<file path="src/rtl/mpt_cfg.svh">
`ifndef MPT_CFG_SVH
`define MPT_CFG_SVH

// register offsets, byte addresses
`define MPT_CTRL 8'h00
`define MPT_PRESC 8'h04
`define MPT_RELOAD 8'h08
`define MPT_COUNT 8'h0C
`define MPT_STATUS 8'h10
`define MPT_MASK 8'h14
`define MPT_DEADT 8'h18
`define MPT_CHMODE 8'h1C
`define MPT_DMAEN 8'h20
`define MPT_CMP0 8'h30
`define MPT_CMP_PAGE 4'h3

// control fields
`define MPT_C_EN 0
`define MPT_C_MODE 2:1
`define MPT_C_ONEP 3
`define MPT_C_FRZ 4
`define MPT_C_ENC 5
`define MPT_C_HALL 6
`define MPT_C_MOE 7
`define MPT_C_SLV 9:8

// status, mask and dma-enable bits
`define MPT_S_UPD 0
`define MPT_S_HALL 5
`define MPT_NEV 6

// reset values and widths
`define MPT_RELOAD_RST 32'h0000_FFFF
`define MPT_DT_W 8

`endif

</file>
<file path="src/rtl/mpt_pkg.sv">
`default_nettype none
package mpt_pkg;

  typedef enum logic [1:0] {CNT_UP, CNT_DOWN, CNT_CENTER} mpt_cnt_mode_t;

  typedef enum logic [2:0] {
    CH_OFF, CH_CAP_RISE, CH_CAP_FALL, CH_CMP_TOGGLE,
    CH_PWM, CH_PWM_INV, CH_FORCE_LO, CH_FORCE_HI
  } mpt_ch_mode_t;

  typedef enum logic [1:0] {SLV_FREE, SLV_RESET, SLV_GATED, SLV_START} mpt_slave_t;

  typedef struct packed {
    logic en, onep, frz, enc, hall, moe, down, dma_req, trgo, irq;
    mpt_cnt_mode_t mode;
    mpt_slave_t slave;
    logic [15:0] presc;
    logic [15:0] psc_cnt;
    logic [31:0] reload;
    logic [31:0] cnt;
    logic [3:0][31:0] cmp;
    mpt_ch_mode_t [3:0] chm;
    logic [5:0] sts;
    logic [5:0] mask;
    logic [5:0] dmaen;
    logic [7:0] dt;
    logic [3:0] s1, s2, s3, filt, filt_q, ch_out, ch_oe;
    logic [31:0] rdata;
  } mpt_state_t;

  typedef struct packed {
    logic ref_q, main, comp;
    logic [7:0] cnt;
  } mpt_dt_state_t;

endpackage : mpt_pkg
`default_nettype wire

</file>
<file path="src/rtl/mpt_dead_time.sv">
`timescale 1ns/1ps
`default_nettype none
module mpt_dead_time
  import mpt_pkg::*;
(
  // clock and reset
  input wire logic i_clock,
  input wire logic i_nrst,
  // reference and setting
  input wire logic i_en,
  input wire logic i_ref,
  input wire logic [7:0] i_dt,
  // pair outputs
  output logic o_main,
  output logic o_comp
);

  mpt_dt_state_t st_ff, nxt_st;

  always_comb begin
    nxt_st = st_ff;
    if (!i_en) begin
      nxt_st.ref_q = i_ref;
      nxt_st.main = 1'b0;
      nxt_st.comp = 1'b0;
      nxt_st.cnt = 8'h00;
    end else if (i_ref != st_ff.ref_q) begin
      // both off first when i_dt is nonzero, active side waits the dead time
      nxt_st.ref_q = i_ref;
      nxt_st.main = (i_dt == 8'h00) & i_ref;
      nxt_st.comp = (i_dt == 8'h00) & ~i_ref;
      nxt_st.cnt = i_dt;
    end else if (st_ff.cnt != 8'h00) begin
      nxt_st.cnt = st_ff.cnt - 8'h01;
      nxt_st.main = (st_ff.cnt == 8'h01) & st_ff.ref_q;
      nxt_st.comp = (st_ff.cnt == 8'h01) & ~st_ff.ref_q;
    end else begin
      nxt_st.main = st_ff.ref_q;
      nxt_st.comp = ~st_ff.ref_q;
    end
  end

  always_ff @(posedge i_clock) begin
    if (!i_nrst) begin
      st_ff <= '0;
    end else begin
      st_ff <= nxt_st;
    end
  end

  assign o_main = st_ff.main;
  assign o_comp = st_ff.comp;

  ////////////////////////////////////////////////////////////////////////////
  a_pair_no_overlap: assert property (
    @(posedge i_clock) disable iff (!i_nrst) !(o_main && o_comp))
    else $error("main and complementary both active");

  a_dt_rise_delay: assert property (
    @(posedge i_clock) disable iff (!i_nrst)
    i_en && i_ref && !st_ff.ref_q && i_dt == 8'h03 ##1 i_en && i_ref ##1 i_en && i_ref
    ##1 i_en && i_ref |-> !o_main ##1 o_main)
    else $error("active edge not delayed by dead time");

endmodule : mpt_dead_time
`default_nettype wire

</file>
<file path="src/rtl/mpt_timer.sv">
// Function
// prescaler divides by any integer from 1 to 65536.
// counter counts up, down, or up then down (center-aligned).
// wide instance uses a 32-bit auto-reload counter with 16-bit prescaler.
// other instances use a 16-bit auto-reload counter with 16-bit prescaler.
// motor-control instance drives three-phase PWM on six lines via pairs.
// dead time keeps main and complementary outputs from being active together.
// channels do capture, compare, edge or center PWM, one-period output.
// PWM duty spans constantly inactive to constantly active.
// debug halt may freeze counter and force PWM outputs off.
// general timers may freeze counter during debug halt.
// link input and output let timers synchronise or chain.
// full general timers offer up to four capture/compare channels.
// full general timers accept quadrature encoder and three hall sensors.
// each timer raises its own DMA request.
// mid-size variant has two channels plus two complementary channels.
// small variant has one channel plus one complementary channel.
// basic variant is an up-only 16-bit time base driving converter triggers; code still counts down in encoder mode (enc set).
// update event and reload on overflow up and underflow down.
// dead time delays each active-going edge by programmed clock cycles.
`timescale 1ns/1ps
`default_nettype none
`include "mpt_cfg.svh"
module mpt_timer
  import mpt_pkg::*;
#(
  parameter int CW = 16,
  parameter int NCH = 4,
  parameter int NCP = 3,
  parameter bit BASIC = 1'b0
) (
  // clock and reset
  input wire logic i_clock,
  input wire logic i_nrst,
  // register port
  input wire logic [7:0] i_addr,
  input wire logic [31:0] i_wdata,
  input wire logic i_wr,
  input wire logic i_rd,
  output logic [31:0] o_rdata,
  // channel pins
  input wire logic [NCH-1:0] i_ch_in,
  output logic [NCH-1:0] o_ch_out,
  output logic [NCH-1:0] o_ch_oe,
  output logic [NCH-1:0] o_chn_out,
  // link and debug
  input wire logic i_link_trig,
  output logic o_link_trgo,
  input wire logic i_dbg_halt,
  // dma and interrupt
  input wire logic i_dma_ack,
  output logic o_dma_req,
  output logic o_irq
);

  function automatic logic is_out(input mpt_ch_mode_t m);
    return m inside {CH_CMP_TOGGLE, CH_PWM, CH_PWM_INV, CH_FORCE_LO, CH_FORCE_HI};
  endfunction : is_out

  function automatic mpt_state_t rst_state();
    mpt_state_t s;
    s = '0;
    s.reload = `MPT_RELOAD_RST;
    return s;
  endfunction : rst_state

  mpt_state_t st_ff, nxt_st;
  logic [31:0] cmask, rld;
  logic frozen, run, tick, step;

  ////////////////////////////////////////////////////////////////////////////
  // time base enables
  assign cmask = (CW >= 32) ? 32'hFFFF_FFFF : ((32'h1 << CW) - 32'h1);
  assign rld = st_ff.reload & cmask;
  assign frozen = i_dbg_halt & st_ff.frz;
  assign run = st_ff.en & ~frozen & ((st_ff.slave != SLV_GATED) | i_link_trig);
  assign tick = run & (st_ff.psc_cnt == st_ff.presc);
  assign step = st_ff.enc ? (run & (st_ff.filt[0] ^ st_ff.filt_q[0])) : tick;

  ////////////////////////////////////////////////////////////////////////////
  always_comb begin
    logic up;
    logic [31:0] c;
    logic [5:0] ev;
    logic [31:0] ctrl_rd;
    up = 1'b1;
    c = st_ff.cnt;
    ev = '0;
    ctrl_rd = '0;
    nxt_st = st_ff;
    // three-stage pin sampling, change taken once stages two and three agree
    nxt_st.s1 = 4'(i_ch_in);
    nxt_st.s2 = st_ff.s1;
    nxt_st.s3 = st_ff.s2;
    nxt_st.filt_q = st_ff.filt;
    for (int i = 0; i < 4; i++) begin
      if (st_ff.s2[i] == st_ff.s3[i]) begin
        nxt_st.filt[i] = st_ff.s3[i];
      end
    end
    if (run) begin
      nxt_st.psc_cnt = tick ? 16'h0000 : st_ff.psc_cnt + 16'h0001;
    end
    // direction
    if (st_ff.enc) begin
      up = st_ff.filt[0] ^ st_ff.filt[1];
    end else if (!BASIC) begin
      unique case (st_ff.mode)
        CNT_UP: up = 1'b1;
        CNT_DOWN: up = 1'b0;
        CNT_CENTER: up = ~st_ff.down;
        default: up = 1'b1;
      endcase
    end
    // counter, update on overflow and underflow
    if (step) begin
      if (up) begin
        if (c >= rld) begin
          ev[`MPT_S_UPD] = 1'b1;
          if (st_ff.mode == CNT_CENTER && !st_ff.enc && !BASIC) begin
            nxt_st.down = 1'b1;
            c = c - 32'h1;
          end else begin
            c = 32'h0;
          end
        end else begin
          c = c + 32'h1;
        end
      end else begin
        if (c == 32'h0) begin
          ev[`MPT_S_UPD] = 1'b1;
          if (st_ff.mode == CNT_CENTER && !st_ff.enc) begin
            nxt_st.down = 1'b0;
            c = 32'h1;
          end else begin
            c = rld;
          end
        end else begin
          c = c - 32'h1;
        end
      end
    end
    // one-period mode stops at the update
    if (st_ff.onep && ev[`MPT_S_UPD]) begin
      nxt_st.en = 1'b0;
    end
    // hall change: capture interval into channel 0, restart count
    if (st_ff.hall && !BASIC && (st_ff.filt[2:0] != st_ff.filt_q[2:0])) begin
      ev[`MPT_S_HALL] = 1'b1;
      nxt_st.cmp[0] = st_ff.cnt;
      c = 32'h0;
    end
    // link slave modes
    if (st_ff.slave == SLV_RESET && i_link_trig && st_ff.en) begin
      c = 32'h0;
      nxt_st.psc_cnt = 16'h0000;
    end
    if (st_ff.slave == SLV_START && i_link_trig) begin
      nxt_st.en = 1'b1;
    end
    nxt_st.cnt = c & cmask;
    // channels
    for (int i = 0; i < NCH; i++) begin
      if (!BASIC) begin
        unique case (st_ff.chm[i])
          CH_OFF: nxt_st.ch_out[i] = 1'b0;
          CH_CAP_RISE: begin
            if (st_ff.filt[i] && !st_ff.filt_q[i]) begin
              nxt_st.cmp[i] = st_ff.cnt;
              ev[i + 1] = 1'b1;
            end
          end
          CH_CAP_FALL: begin
            if (!st_ff.filt[i] && st_ff.filt_q[i]) begin
              nxt_st.cmp[i] = st_ff.cnt;
              ev[i + 1] = 1'b1;
            end
          end
          CH_CMP_TOGGLE: begin
            if (step && st_ff.cnt == (st_ff.cmp[i] & cmask)) begin
              nxt_st.ch_out[i] = ~st_ff.ch_out[i];
              ev[i + 1] = 1'b1;
            end
          end
          CH_PWM: begin
            nxt_st.ch_out[i] = st_ff.cnt < (st_ff.cmp[i] & cmask);
            ev[i + 1] = step && st_ff.cnt == (st_ff.cmp[i] & cmask);
          end
          CH_PWM_INV: begin
            nxt_st.ch_out[i] = st_ff.cnt >= (st_ff.cmp[i] & cmask);
            ev[i + 1] = step && st_ff.cnt == (st_ff.cmp[i] & cmask);
          end
          CH_FORCE_LO: nxt_st.ch_out[i] = 1'b0;
          CH_FORCE_HI: nxt_st.ch_out[i] = 1'b1;
        endcase
      end
      nxt_st.ch_oe[i] = st_ff.moe & ~frozen & is_out(st_ff.chm[i]) & ~BASIC;
      if (frozen || !st_ff.moe) begin
        nxt_st.ch_out[i] = 1'b0;
      end
    end
    // register writes
    if (i_wr) begin
      if (i_addr == `MPT_CTRL) begin
        nxt_st.en = i_wdata[`MPT_C_EN];
        nxt_st.mode = mpt_cnt_mode_t'(i_wdata[`MPT_C_MODE]);
        nxt_st.onep = i_wdata[`MPT_C_ONEP];
        nxt_st.frz = i_wdata[`MPT_C_FRZ];
        nxt_st.enc = i_wdata[`MPT_C_ENC];
        nxt_st.hall = i_wdata[`MPT_C_HALL];
        nxt_st.moe = i_wdata[`MPT_C_MOE];
        nxt_st.slave = mpt_slave_t'(i_wdata[`MPT_C_SLV]);
      end
      if (i_addr == `MPT_PRESC) begin
        nxt_st.presc = i_wdata[15:0];
        nxt_st.psc_cnt = 16'h0000;
      end
      if (i_addr == `MPT_RELOAD) begin
        nxt_st.reload = i_wdata & cmask;
      end
      if (i_addr == `MPT_COUNT) begin
        nxt_st.cnt = i_wdata & cmask;
      end
      if (i_addr == `MPT_MASK) begin
        nxt_st.mask = i_wdata[5:0];
      end
      if (i_addr == `MPT_DMAEN) begin
        nxt_st.dmaen = i_wdata[5:0];
      end
      if (i_addr == `MPT_DEADT) begin
        nxt_st.dt = i_wdata[7:0];
      end
      if (i_addr == `MPT_CHMODE) begin
        for (int i = 0; i < 4; i++) begin
          nxt_st.chm[i] = mpt_ch_mode_t'(i_wdata[3 * i +: 3]);
        end
      end
      if (i_addr[7:4] == `MPT_CMP_PAGE) begin
        nxt_st.cmp[i_addr[3:2]] = i_wdata & cmask;
      end
    end
    // sticky status, a new event beats a clear in the same cycle
    if (i_wr && i_addr == `MPT_STATUS) begin
      nxt_st.sts = (st_ff.sts & ~i_wdata[5:0]) | ev;
    end else begin
      nxt_st.sts = st_ff.sts | ev;
    end
    if (|(ev & st_ff.dmaen)) begin
      nxt_st.dma_req = 1'b1;
    end else if (i_dma_ack) begin
      nxt_st.dma_req = 1'b0;
    end
    nxt_st.trgo = ev[`MPT_S_UPD];
    nxt_st.irq = |(nxt_st.sts & nxt_st.mask);
    // read data, valid only in the cycle after the strobe
    ctrl_rd[`MPT_C_EN] = st_ff.en;
    ctrl_rd[`MPT_C_MODE] = st_ff.mode;
    ctrl_rd[`MPT_C_ONEP] = st_ff.onep;
    ctrl_rd[`MPT_C_FRZ] = st_ff.frz;
    ctrl_rd[`MPT_C_ENC] = st_ff.enc;
    ctrl_rd[`MPT_C_HALL] = st_ff.hall;
    ctrl_rd[`MPT_C_MOE] = st_ff.moe;
    ctrl_rd[`MPT_C_SLV] = st_ff.slave;
    nxt_st.rdata = 32'h0;
    if (i_rd) begin
      if (i_addr[7:4] == `MPT_CMP_PAGE) begin
        nxt_st.rdata = st_ff.cmp[i_addr[3:2]];
      end else begin
        case (i_addr)
          `MPT_CTRL: nxt_st.rdata = ctrl_rd;
          `MPT_PRESC: nxt_st.rdata = {16'h0000, st_ff.presc};
          `MPT_RELOAD: nxt_st.rdata = st_ff.reload;
          `MPT_COUNT: nxt_st.rdata = st_ff.cnt;
          `MPT_STATUS: nxt_st.rdata = {26'h0, st_ff.sts};
          `MPT_MASK: nxt_st.rdata = {26'h0, st_ff.mask};
          `MPT_DEADT: nxt_st.rdata = {24'h0, st_ff.dt};
          `MPT_CHMODE: nxt_st.rdata = {20'h0, st_ff.chm};
          `MPT_DMAEN: nxt_st.rdata = {26'h0, st_ff.dmaen};
          default: nxt_st.rdata = 32'h0;
        endcase
      end
    end
  end

  always_ff @(posedge i_clock) begin
    if (!i_nrst) begin
      st_ff <= rst_state();
    end else begin
      st_ff <= nxt_st;
    end
  end

  ////////////////////////////////////////////////////////////////////////////
  // complementary pairs: channels below NCP go through dead time
  for (genvar k = 0; k < NCH; k++) begin : g_pair
    logic dt_main;
    mpt_dead_time u_dt (
      .i_clock(i_clock),
      .i_nrst(i_nrst),
      .i_en(st_ff.ch_oe[k] && (k < NCP)),
      .i_ref(st_ff.ch_out[k]),
      .i_dt(st_ff.dt),
      .o_main(dt_main),
      .o_comp(o_chn_out[k])
    );
    assign o_ch_out[k] = (k < NCP) ? dt_main : st_ff.ch_out[k];
    assign o_ch_oe[k] = st_ff.ch_oe[k];
  end

  assign o_rdata = st_ff.rdata;
  assign o_link_trgo = st_ff.trgo;
  assign o_dma_req = st_ff.dma_req;
  assign o_irq = st_ff.irq;

  ////////////////////////////////////////////////////////////////////////////
  a_psc_divide: assert property (
    @(posedge i_clock) disable iff (!i_nrst)
    run && !tick && !i_wr && !(st_ff.slave == SLV_RESET && i_link_trig)
    |=> st_ff.psc_cnt == $past(st_ff.psc_cnt) + 16'h0001)
    else $error("prescaler did not advance");

  a_up_reload: assert property (
    @(posedge i_clock) disable iff (!i_nrst)
    step && !st_ff.enc && !st_ff.hall && st_ff.mode == CNT_UP && st_ff.cnt >= rld
    && !i_wr && st_ff.slave != SLV_RESET
    |=> st_ff.cnt == 32'h0 && o_link_trgo)
    else $error("no wrap to zero on overflow");

  a_down_reload: assert property (
    @(posedge i_clock) disable iff (!i_nrst)
    !BASIC && step && !st_ff.enc && !st_ff.hall && st_ff.mode == CNT_DOWN
    && st_ff.cnt == 32'h0 && !i_wr && st_ff.slave != SLV_RESET
    |=> st_ff.cnt == $past(rld) && o_link_trgo)
    else $error("no reload on underflow");

  a_cnt_width: assert property (
    @(posedge i_clock) disable iff (!i_nrst) (st_ff.cnt & ~cmask) == 32'h0)
    else $error("counter exceeds its width");

  a_pwm_duty: assert property (
    @(posedge i_clock) disable iff (!i_nrst)
    !BASIC && st_ff.chm[0] == CH_PWM && st_ff.moe && !frozen && !i_wr
    |=> st_ff.ch_out[0] == ($past(st_ff.cnt) < ($past(st_ff.cmp[0]) & cmask)))
    else $error("pwm level does not follow compare");

  a_dbg_freeze: assert property (
    @(posedge i_clock) disable iff (!i_nrst)
    frozen && !i_wr && st_ff.slave == SLV_FREE && !st_ff.hall |=> $stable(st_ff.cnt))
    else $error("counter moved while frozen");

  a_dbg_outs_off: assert property (
    @(posedge i_clock) disable iff (!i_nrst)
    frozen |=> st_ff.ch_out == 4'h0 && st_ff.ch_oe == 4'h0 ##1 o_chn_out == '0)
    else $error("outputs active during debug halt");

  a_dma_req: assert property (
    @(posedge i_clock) disable iff (!i_nrst)
    o_link_trgo && $past(st_ff.dmaen[0]) |-> o_dma_req)
    else $error("update did not raise dma request");

  a_link_reset: assert property (
    @(posedge i_clock) disable iff (!i_nrst)
    st_ff.slave == SLV_RESET && st_ff.en && i_link_trig && !i_wr |=> st_ff.cnt == 32'h0)
    else $error("link trigger did not reset counter");

  a_capture_rise: assert property (
    @(posedge i_clock) disable iff (!i_nrst)
    !BASIC && st_ff.chm[0] == CH_CAP_RISE && st_ff.filt[0] && !st_ff.filt_q[0]
    && !st_ff.hall && !i_wr
    |=> st_ff.cmp[0] == $past(st_ff.cnt) && st_ff.sts[1])
    else $error("capture missed rising edge");

endmodule : mpt_timer
`default_nettype wire

</file>
<file path="config.mk">
export PLATFORM = sky130hd
export DESIGN_NAME = mpt_timer
export DESIGN_NICKNAME = d
export VERILOG_FILES = /design/src/rtl/mpt_pkg.sv /design/src/rtl/mpt_dead_time.sv /design/src/rtl/mpt_timer.sv
export VERILOG_INCLUDE_DIRS = /design/src /design/src/rtl
export SDC_FILE = /design/constraint.sdc
export NUM_CORES = 1
export LEC_CHECK = 0
export BUFFER_PORTS_ARGS = -buffer_cell sky130_fd_sc_hd__buf_2
export CORE_MARGIN = 10
export CORE_UTILIZATION = 56
export DETAILED_ROUTE_END_ITERATION = 12
export GPL_TIMING_DRIVEN = 0
export PLACE_DENSITY_LB_ADDON = 0.2
export SETUP_SLACK_MARGIN = 0.4
export SYNTH_ARGS = -nofsm -noshare
export SYNTH_HDL_FRONTEND = slang
export SYNTH_SLANG_ARGS = --single-unit
</file>
<file path="constraint.sdc">
create_clock -name i_clock -period 4.96 [get_ports i_clock]
set_input_delay 0.496 -clock i_clock [delete_from_list [all_inputs] [get_ports i_clock]]
set_output_delay 0.496 -clock i_clock [all_outputs]
set_load 0.01 [all_outputs]
</file>
## Yosys cells after proc, flatten, opt, wreduce, memory -nomap -nowiden

Cells that the tools add are included.

| word-level totals | value |
|---|---|
| register bits after elaboration | 337 |
| bits of input ports | 51 |
| output and inout bits | 47 |
| logic and storage cells | 358 |

| operators by class | value |
|---|---|
| equality and inequality tests | 66 |
| $lt $le $gt $ge | 11 |
| reductions and logical operators | 80 |
| mux-type cells | 100 |
| bitwise gates (word level) | 41 |
| $add $sub $neg | 6 |

Operators with widths:

| cell | number |
|---|---|
| 32-bit two-way mux | 12 |
| 32-bit one-hot mux with 2 select lines | 4 |
| 16-bit two-way mux | 14 |
| 220-bit two-way mux | 1 |
| 16-bit one-hot mux with 9 select lines | 1 |
| 128-bit bitwise mux | 1 |
| 128-bit two-way mux | 1 |
| 16-bit == test | 5 |
| 16-bit greater-or-equal comparator | 5 |
| 32-bit binary-select mux with 2-bit select | 1 |
| 32-bit demux with 2-bit select | 1 |
| 16-bit < comparator | 4 |
| 3-bit == test, second input constant | 16 |
| 5-bit nonzero test | 8 |
| 1-bit two-way mux | 35 |
| 11-bit two-way mux | 3 |
| 16-bit by 1-bit adder with 16-bit output, second input constant | 2 |
| 8-bit by 5-bit == test with 1-bit output, second input constant | 4 |
| 32-bit zero test | 1 |
| 8-bit two-way mux | 4 |
| 10-bit two-way mux | 3 |
| 6-bit two-way mux | 5 |
| 2-bit AND reduction | 14 |
| 3-bit by 2-bit == test with 1-bit output, second input constant | 8 |
| 40 further kinds | 151 |

## Depth between registers and ports, before layout

Gate-level depths: netlist of run 1.

| depth | value |
|---|---|
| depth after elaboration | 13 |
| depth in mapped cells | 12 |
| mapped depth without buffers | 10 |

## By module

Synthesis of run 1 repeated with hierarchy kept, for this count alone.

| second synthesis, totals | value |
|---|---|
| cell total of the unflattened synthesis | 2189 |
| area total of the unflattened synthesis | 18969.4 um^2 |

Modules (own cells, without submodules):

| module | area each (um^2) | cells an instance | sequential area each (um^2) | instances |
|---|---|---|---|---|
| mpt_timer | 16366.9 | 1909 | 6085.8 | 1 |
| mpt_dead_time | 650.6 | 70 | 220.2 | 4 |

## Least setup slack after synthesis of run 1

OpenSTA, ideal clock, no wires.

| path | value |
|---|---|
| path kind | register -> register |
| from | reg st_ff[226] (netlist name) |
| to | reg st_ff (netlist bit o_irq) |
| path buffers | 1 |
| stages on the path, launching flop included | 12 |
| arrival time | 2.591 ns |
| data required time | 4.840 ns |
| period minus slack after synthesis | 2.711 ns |
| library setup time | 0.120 ns |
| slack | 2.249 ns |
| cell sequence | dfxtp_1 buf_6 inv_1 ha_1 nand2b_1 a2111oi_0 o21a_1 o211ai_1 and3_1 a2111oi_2 o221ai_1 o31a_1 |

| between the ends | value |
|---|---|
| longest elaborated chain between the ends | 8 |
| elaborated cells on any way between the ends | 27 |
| those cells by class | order compare: 1; eq/ne: 4; mux: 13; bitwise: 3; reduce/logical: 6 |

RTL lines:

| item | RTL line | source |
|---|---|---|
| from (decl) | mpt_timer.sv:67 | `mpt_state_t st_ff, nxt_st;` |
| from (signal assigned) | mpt_timer.sv:287 | `st_ff <= rst_state();` |
| from (signal assigned) | mpt_timer.sv:289 | `st_ff <= nxt_st;` |
| 16-bit greater-or-equal comparator (tied with other cells) | mpt_timer.sv:118 | `if (c >= rld) begin` |
| 1-bit two-way mux (tied with other cells) | mpt_timer.sv:118 |  |
| 1-bit two-way mux, on equally long branches | mpt_timer.sv:117, mpt_timer.sv:180 |  |
| 1-bit two-way mux / 1-bit one-hot mux with 4 select lines (equally long branches) | mpt_timer.sv:116, mpt_timer.sv:165 |  |
| 6-bit OR, on equally long branches | mpt_timer.sv:246, mpt_timer.sv:244 |  |
| 6-bit two-way mux * | mpt_timer.sv:243 | `` if (i_wr && i_addr == `MPT_STATUS) begin `` |
| 6-bit bitwise AND * | mpt_timer.sv:254 | `nxt_st.irq = \|(nxt_st.sts & nxt_st.mask);` |
| 6-bit OR reduction * | mpt_timer.sv:254 |  |

Mark *: on every way between the ends. The rest lies on a longest branch, timed or not.
A chain may end at the register's enable or synchronous reset.

## Worst setup path after layout of run 1

| path | value |
|---|---|
| from | reg st_ff[226] (netlist name) |
| to | reg st_ff[231] (netlist name) |

| between the ends | value |
|---|---|
| longest elaborated chain between the ends | 9 |
| elaborated cells on any way between the ends | 13 |
| those cells by class | add/sub: 2; order compare: 1; mux: 9; reduce/logical: 1 |

RTL lines:

| item | RTL line | source |
|---|---|---|
| 16-bit by 1-bit subtractor with 16-bit output | mpt_timer.sv:122, mpt_timer.sv:139 |  |
| 16-bit two-way mux | mpt_timer.sv:120 | `if (st_ff.mode == CNT_CENTER && !st_ff.enc && !BASIC) begin` |
| 16-bit two-way mux | mpt_timer.sv:118 |  |
| 16-bit two-way mux * | mpt_timer.sv:117 | `if (up) begin` |
| 16-bit two-way mux * | mpt_timer.sv:116 | `if (step) begin` |
| 16-bit two-way mux * | mpt_timer.sv:148 | `if (st_ff.hall && !BASIC && (st_ff.filt[2:0] != st_ff.filt_q[2:0])) begin` |
| 16-bit two-way mux * | mpt_timer.sv:154 | `if (st_ff.slave == SLV_RESET && i_link_trig && st_ff.en) begin` |
| 16-bit two-way mux | mpt_timer.sv:221 | `` if (i_addr == `MPT_COUNT) begin `` |
| 220-bit two-way mux * | mpt_timer.sv:203 | `if (i_wr) begin` |

Marked as above.

==> results.sh, run 1 <==
export IMPL_status="completed"
export IMPL_ir_worst_vdd_mv=0.254
export IMPL_cp_slowest_stage_delay_ns=0.70
export IMPL_yosysTopAreaCellShare=0.365
export IMPL_ys_ff_latch=337
export IMPL_tns_ns=0
export IMPL_numClockSinks=337
export IMPL_insertion_delay_ns=0.55
export IMPL_synthAdderAreaFrac=0.0643
export IMPL_required_ns=5.40
export IMPL_leakage_nw=8.80
export IMPL_cts_resized=0
export IMPL_grt_start_max_net_pins=15
export IMPL_via_count=17000
export IMPL_endpoint_kind="flop"
export IMPL_switchingPower_w=0.00140
export IMPL_final_layout_size_suffix_gt1_frac=0.116
export IMPL_synth_area_leaders="dfxtp_1 36%, ha_1 6.4%, nand2_1 5.5%"
export IMPL_coreArea_mm2=0.0325
export IMPL_grt_use_met1=0.395
export IMPL_initial_core_util=0.568
export IMPL_cts_hold_buf=0
export IMPL_start_kind="flop"
export IMPL_final_hold_viol_count=0
export IMPL_cts_tree="done"
export IMPL_busiest_layer="met2"
export IMPL_cts_htree_levels=2
export IMPL_rows=66
export IMPL_path_clk_slew_ns=0.06
export IMPL_ys_flop_type="dfxtp_1"
export IMPL_min_to="nxt_st[53]"
export IMPL_synth_area_mm2=0.0185
export IMPL_overflow=0
export IMPL_slowest_stage="nor4b_2"
export IMPL_crit_family="simple AND/OR/NAND/NOR gates"
export IMPL_synthCells=2126
export IMPL_globalplace_congestion=1.03
export IMPL_die_area_mm2=0.0407
export IMPL_min_delay_start="i_ch_in[1]"
export IMPL_rsz0062_at_grt="false"
export IMPL_numCtsBuffers=38
export IMPL_grt_util_met2=0.474
export IMPL_drtPass1Iterations=6
export IMPL_synth_warnings=0
export IMPL_synth_top_cell_by_area="dfxtp_1"
export IMPL_grt_usage=0.307
export IMPL_drc=0
export IMPL_reg2reg_to="st_ff[231]"
export IMPL_syn_mean_instance_area_um2=8.70
export IMPL_synth_simple_area_share=0.191
export IMPL_netSwitchingFraction=0.239
export IMPL_clkPwrFrac=0.489
export IMPL_crit_chain="buf_6 -> inv_1 -> ha_1 -> nor4b_2 -> nand4_1 -> nand3_1 -> o21ai_1 -> and2_1 -> a221oi_1 -> o22ai_1 -> a22o_1"
export IMPL_routedWlPerCell_um=24.1
export IMPL_r2r_slack_ns=1.09
export IMPL_wl_mm=65.4
export IMPL_ys_async_sr_fraction=0
export IMPL_io_buffer_count=72
export IMPL_critPathMaxFanout=10
export IMPL_holdPathStages=2
export IMPL_drt_iter0_markers=2083
export IMPL_final_common_cell="dfxtp_1"
export IMPL_drtAntennaViolNets=0
export IMPL_synth_edff_count=0
export IMPL_finalCriticalPeriod_ns=3.87
export IMPL_worst_pin_slew_ns=1.18
export IMPL_viasPerCell=6.29
export IMPL_slew_headroom=0.216
export IMPL_fp_dieH_um=202
export IMPL_io_pins=98
export IMPL_final_util=0.635
export IMPL_post_cts_buffers=0
export IMPL_crit_type="reg -> reg"
export IMPL_synthMuxAreaShare=0.0718
export IMPL_finalSetupViolCount=0
export IMPL_pwr_share_comb=0.047
export IMPL_num_nets_final=2384
export IMPL_grtUsageMet3=0.0708
export IMPL_path_buf_inv=2
export IMPL_p_per_area_mw_per_mm2=284
export IMPL_drv_cap=0
export IMPL_yosys_cell_types_count=80
export IMPL_final_cell_mix="337 x dfxtp_1, 272 x nand2_1, 127 x inv_1, 125 x clkbuf_1, 98 x nor2_1"
export IMPL_rr_startpoint="st_ff[226]"
export IMPL_synth_nets=2272
export IMPL_clockBufferDepth=3
export IMPL_grt_pass1_wl_mm=98.4
export IMPL_ctsRootBufferMaster="clkbuf_16"
export IMPL_clock_fmax_mhz=258
export IMPL_synth_compound_area_share=0.199
export IMPL_antenna_found_initial=1
export IMPL_die_x_um=202
export IMPL_maxSlewViolCount=0
export IMPL_arrival_ns=4.31
export IMPL_ys_seq_area_frac=0.365
export IMPL_intPower_w=0.00447
export IMPL_finalCritPeriodShare=0.781
export IMPL_dp_hpwl_mm=48.7
export IMPL_fin_skew_ns=0.0182
export IMPL_r2r_cells=11
export IMPL_first_global_vias=16200
export IMPL_synth_top_family_by_area="compound AO/OA/AOI/OAI gates"
export IMPL_hold_class="in -> reg"
export IMPL_area_delta_synth_final_pct=11.8
export IMPL_sequentialPowerShare=0.464
export IMPL_synth_xor_area_share=0.0307
-- layer usage --
metal  vias to the layer above  part of all wire
li1                       7698                 -
met1                      8161              0.41
met2                       972              0.44
met3                       203              0.10
met4                         0             0.051
met5                         -                 0
-- power by group through the flow --
stage / logic [W] / clock network (W) / registers [W]
after floorplan: 0.000149 / 0 / 0.00278
after global placement: 0.000265 / 0 / 0.00278
after detailed placement: 0.000266 / 0 / 0.00278
after CTS: 0.000267 / 0.00287 / 0.00272
after global routing: 0.000287 / 0.00300 / 0.00272
final: 0.000277 / 0.00287 / 0.00272
-- synthesized netlist by cell type (10+ instances only) --
master / count
dfxtp_1: 337
nand2_1: 272
inv_1: 127
clkbuf_1: 119
nor2_1: 98
and2_1: 95
ha_1: 95
o211ai_1: 81
a21oi_1: 77
o21ai_0: 71
o211a_1: 66
a21boi_0: 56
nand3_1: 52
nor2b_1: 48
buf_4: 47
xor2_1: 44
mux2i_1: 37
mux4_2: 36
nor3_1: 36
o22ai_1: 21
nand4_1: 20
a211oi_1: 19
xnor2_1: 19
or3_1: 18
a21o_1: 15
a22oi_1: 15
nor4_1: 15
buf_1: 13
mux2_2: 13
a22o_1: 11
a31oi_1: 10
and3_1: 10
-- metrics by stage --
| step | hold slack [ns] | total power, W | setup slack [ns] | cell area, um^2 | instances |
|---|---|---|---|---|---|
| 2_1_floorplan | 0.412 | 0.00293 | 2.25 | 18500 | 2126 |
| 3_3_place_gp | 0.423 | 0.00305 | 1.32 | 19400 | 2640 |
| 3_5_place_dp | 0.434 | 0.00305 | 1.30 | 19400 | 2640 |
| 4_1_cts | 0.158 | 0.00586 | 1.28 | 20700 | 2708 |
| 5_1_grt | 0.167 | 0.00601 | 0.953 | 20700 | 2708 |
| 6_report | 0.163 | 0.00587 | 1.09 | 20700 | 2709 |
-- logic make-up (layout without fill, tap and decap cells) --
logic type,after synthesis,count (layout)
DFF,337,337
buffers and inverters,319,459
AOI/OAI and AO/OA,509,509
adders and majority gates,95,95
xor gates and xnor gates,64,64
other,1,2
and+or+nand+nor,715,715
muxes,86,86
-- how the worst max path moves through the flow --
| stage | startpoint | end | slack, ns | cells after the start |
|---|---|---|---|---|
| after floorplan | st_ff[226] | o_irq | 2.25 | 11 |
| after global placement | st_ff[226] | st_ff[231] | 1.32 | 11 |
| after detailed placement | st_ff[226] | st_ff[231] | 1.30 | 11 |
| after CTS | st_ff[226] | st_ff[231] | 1.28 | 11 |
| after global routing | st_ff[226] | st_ff[231] | 0.95 | 11 |
| final | st_ff[226] | st_ff[231] | 1.09 | 11 |
-- sequential cells by signal, summed over array words and instances (netlist names) --
name,cells
rld,16
g_pair.u_dt.o_main,3
o_ch_oe,4
nxt_st,12
o_rdata,32
st_ff,236
g_pair.u_dt.o_comp,3
o_irq,1
o_dma_req,1
o_link_trgo,1
g_pair.u_dt.st_ff,27
o_ch_out,1
-- layout make-up --
cell class | count | area [um^2]
fillers | 2930 | 11900
multi-input cells | 1470 | 10300
flip-flops and latches | 337 | 6750
clock buffers | 54 | 1110
plain buffers | 192 | 970
well taps | 442 | 553
inverters | 127 | 477
repair buffers | 72 | 360
clock inverters | 14 | 151
diodes | 1 | 2.50
Note: power is estimated with default switching activity, not from simulation.
==> inputs of run 2 (changes only) <==
Clock period 4.96 ns to 3.7 ns, I/O delays scaled along.
==> results.sh, run 2 (same netlist as run 1, synthesis figures left out) <==
export IMPL_status="completed"
export IMPL_clkPwrFrac=0.488
export IMPL_initial_core_util=0.568
export IMPL_fin_skew_ns=0.0183
export IMPL_finalCriticalPeriod_ns=3.26
export IMPL_drc=0
export IMPL_rsz0062_at_grt="false"
export IMPL_grt_start_max_net_pins=15
export IMPL_die_area_mm2=0.0407
export IMPL_io_buffer_count=72
export IMPL_finalSetupViolCount=0
export IMPL_numClockSinks=337
export IMPL_routedWlPerCell_um=24.2
export IMPL_switchingPower_w=0.00187
export IMPL_cts_tree="done"
export IMPL_antenna_found_initial=1
export IMPL_ctsRootBufferMaster="clkbuf_16"
export IMPL_crit_type="reg -> reg"
export IMPL_via_count=17100
export IMPL_io_pins=98
export IMPL_clockBufferDepth=3
export IMPL_num_nets_final=2389
export IMPL_r2r_slack_ns=0.44
export IMPL_clock_fmax_mhz=306
export IMPL_largest_reg_flops=236
export IMPL_area_delta_synth_final_pct=12.2
export IMPL_drt_iter0_markers=1982
export IMPL_coreArea_mm2=0.0325
export IMPL_power_w=0.00787
export IMPL_final_cell_mix="335 x dfxtp_1, 272 x nand2_1, 126 x inv_1, 123 x clkbuf_1, 98 x nor2_1"
export IMPL_cts_htree_levels=2
export IMPL_cpMostUsedCell="o31a_1"
export IMPL_start_kind="flop"
export IMPL_intPower_w=0.00599
export IMPL_leakage_nw=8.85
export IMPL_fp_dieH_um=202
export IMPL_grt_usage=0.308
export IMPL_p_per_area_mw_per_mm2=379
export IMPL_sequentialPowerShare=0.464
export IMPL_ir_worst_vdd_mv=0.338
export IMPL_regMostFlops="st_ff"
export IMPL_required_ns=4.12
export IMPL_slew_headroom=0.208
export IMPL_globalplace_congestion=1.03
export IMPL_first_global_vias=16200
export IMPL_drtPass1Iterations=6
export IMPL_finalCritPeriodShare=0.882
export IMPL_final_hold_viol_count=0
export IMPL_die_x_um=202
export IMPL_endpoint_kind="flop"
export IMPL_rows=66
export IMPL_viasPerCell=6.30
export IMPL_pwr_share_comb=0.048
export IMPL_drv_cap=0
export IMPL_maxSlewViolCount=0
export IMPL_insertion_delay_ns=0.55
export IMPL_slowest_stage="o21ai_0"
export IMPL_n_fill_cell=2920
export IMPL_final_common_cell="dfxtp_1"
export IMPL_grt_pass1_wl_mm=98.5
export IMPL_hold_class="in -> reg"
export IMPL_crit_chain="inv_1 -> o311a_1 -> nand3b_1 -> o31a_1 -> buf_2 -> nor3_1 -> o21ai_0 -> o221ai_1 -> o31a_1"
export IMPL_arrival_ns=3.69
export IMPL_cts_hold_buf=0
export IMPL_path_buf_inv=2
export IMPL_critPathMaxFanout=10
export IMPL_netSwitchingFraction=0.238
export IMPL_worst_pin_slew_ns=1.18
export IMPL_path_clk_slew_ns=0.06
export IMPL_cp_slowest_stage_delay_ns=0.56
export IMPL_dp_hpwl_mm=48.7
export IMPL_drtAntennaViolNets=0
export IMPL_numCtsBuffers=38
export IMPL_wl_mm=65.6
export IMPL_tns_ns=0
export IMPL_crit_family="compound AO/OA/AOI/OAI gates"
export IMPL_overflow=0
export IMPL_final_layout_size_suffix_gt1_frac=0.122
## run 2: per-stage QoR
stage / utilization / instance area, um^2 / std cells / setup WS (ns) / hold slack, ns
3_5_place_dp: 0.596 / 19400 / 2640 / 0.0382 / 0.434
3_3_place_gp: 0.596 / 19400 / 2640 / 0.0607 / 0.423
5_1_grt: 0.638 / 20700 / 2713 / 0.410 / 0.0409
4_1_cts: 0.636 / 20700 / 2711 / 0.474 / 0.0316
2_1_floorplan: - / 18500 / 2126 / 0.989 / 0.412
6_report: 0.638 / 20700 / 2714 / 0.437 / 0.0379
## run 2: area by class of cell
| type | instances | area [um^2] | share of cell area |
|---|---|---|---|
| buffer | 192 | 973 | 0.0469 |
| inverter | 127 | 480 | 0.0232 |
| antenna | 1 | 2.50 | 0.000121 |
| sequential | 337 | 6750 | 0.325 |
| multi-input combinational | 1470 | 10300 | 0.498 |
| tap | 442 | 553 | 0.0267 |
| clock inverter | 14 | 151 | 0.00730 |
| clock buffer | 54 | 1110 | 0.0535 |
| timing repair buffer | 77 | 398 | 0.0192 |
## run 2: final timing paths
path	from	end	cells after the start
hold / removal	i_ch_in[1]	nxt_st[53]	2
hold reg to reg	nxt_st[55]	nxt_st[51]	1
setup / recovery	st_ff[323]	o_irq	9
setup reg to reg	st_ff[323]	o_irq	9
## run 2: repair_timing
action | CTS | global route
pin swaps | 1 | 0
buffers inserted | 3 | 2
gates resized for setup | 4 | 9
endpoints found under the setup margin | 17 | 9
endpoints found under the hold margin | 0 | 0
## run 2: per-layer routing
layer	GRT usage	vias up	share of wire
met5	0	-	0
met4	0.154	0	0.055
met3	0.0786	253	0.11
met2	0.476	996	0.44
met1	0.392	8132	0.40
li1	-	7717	-
## run 2: power groups by stage
stage,clock (W),combinational (W),sequential [W]
2_1_floorplan,0,0.000200,0.00373
4_1_cts,0.00385,0.000360,0.00365
3_3_place_gp,0,0.000355,0.00373
5_1_grt,0.00402,0.000388,0.00365
3_5_place_dp,0,0.000357,0.00373
6_report,0.00384,0.000375,0.00365
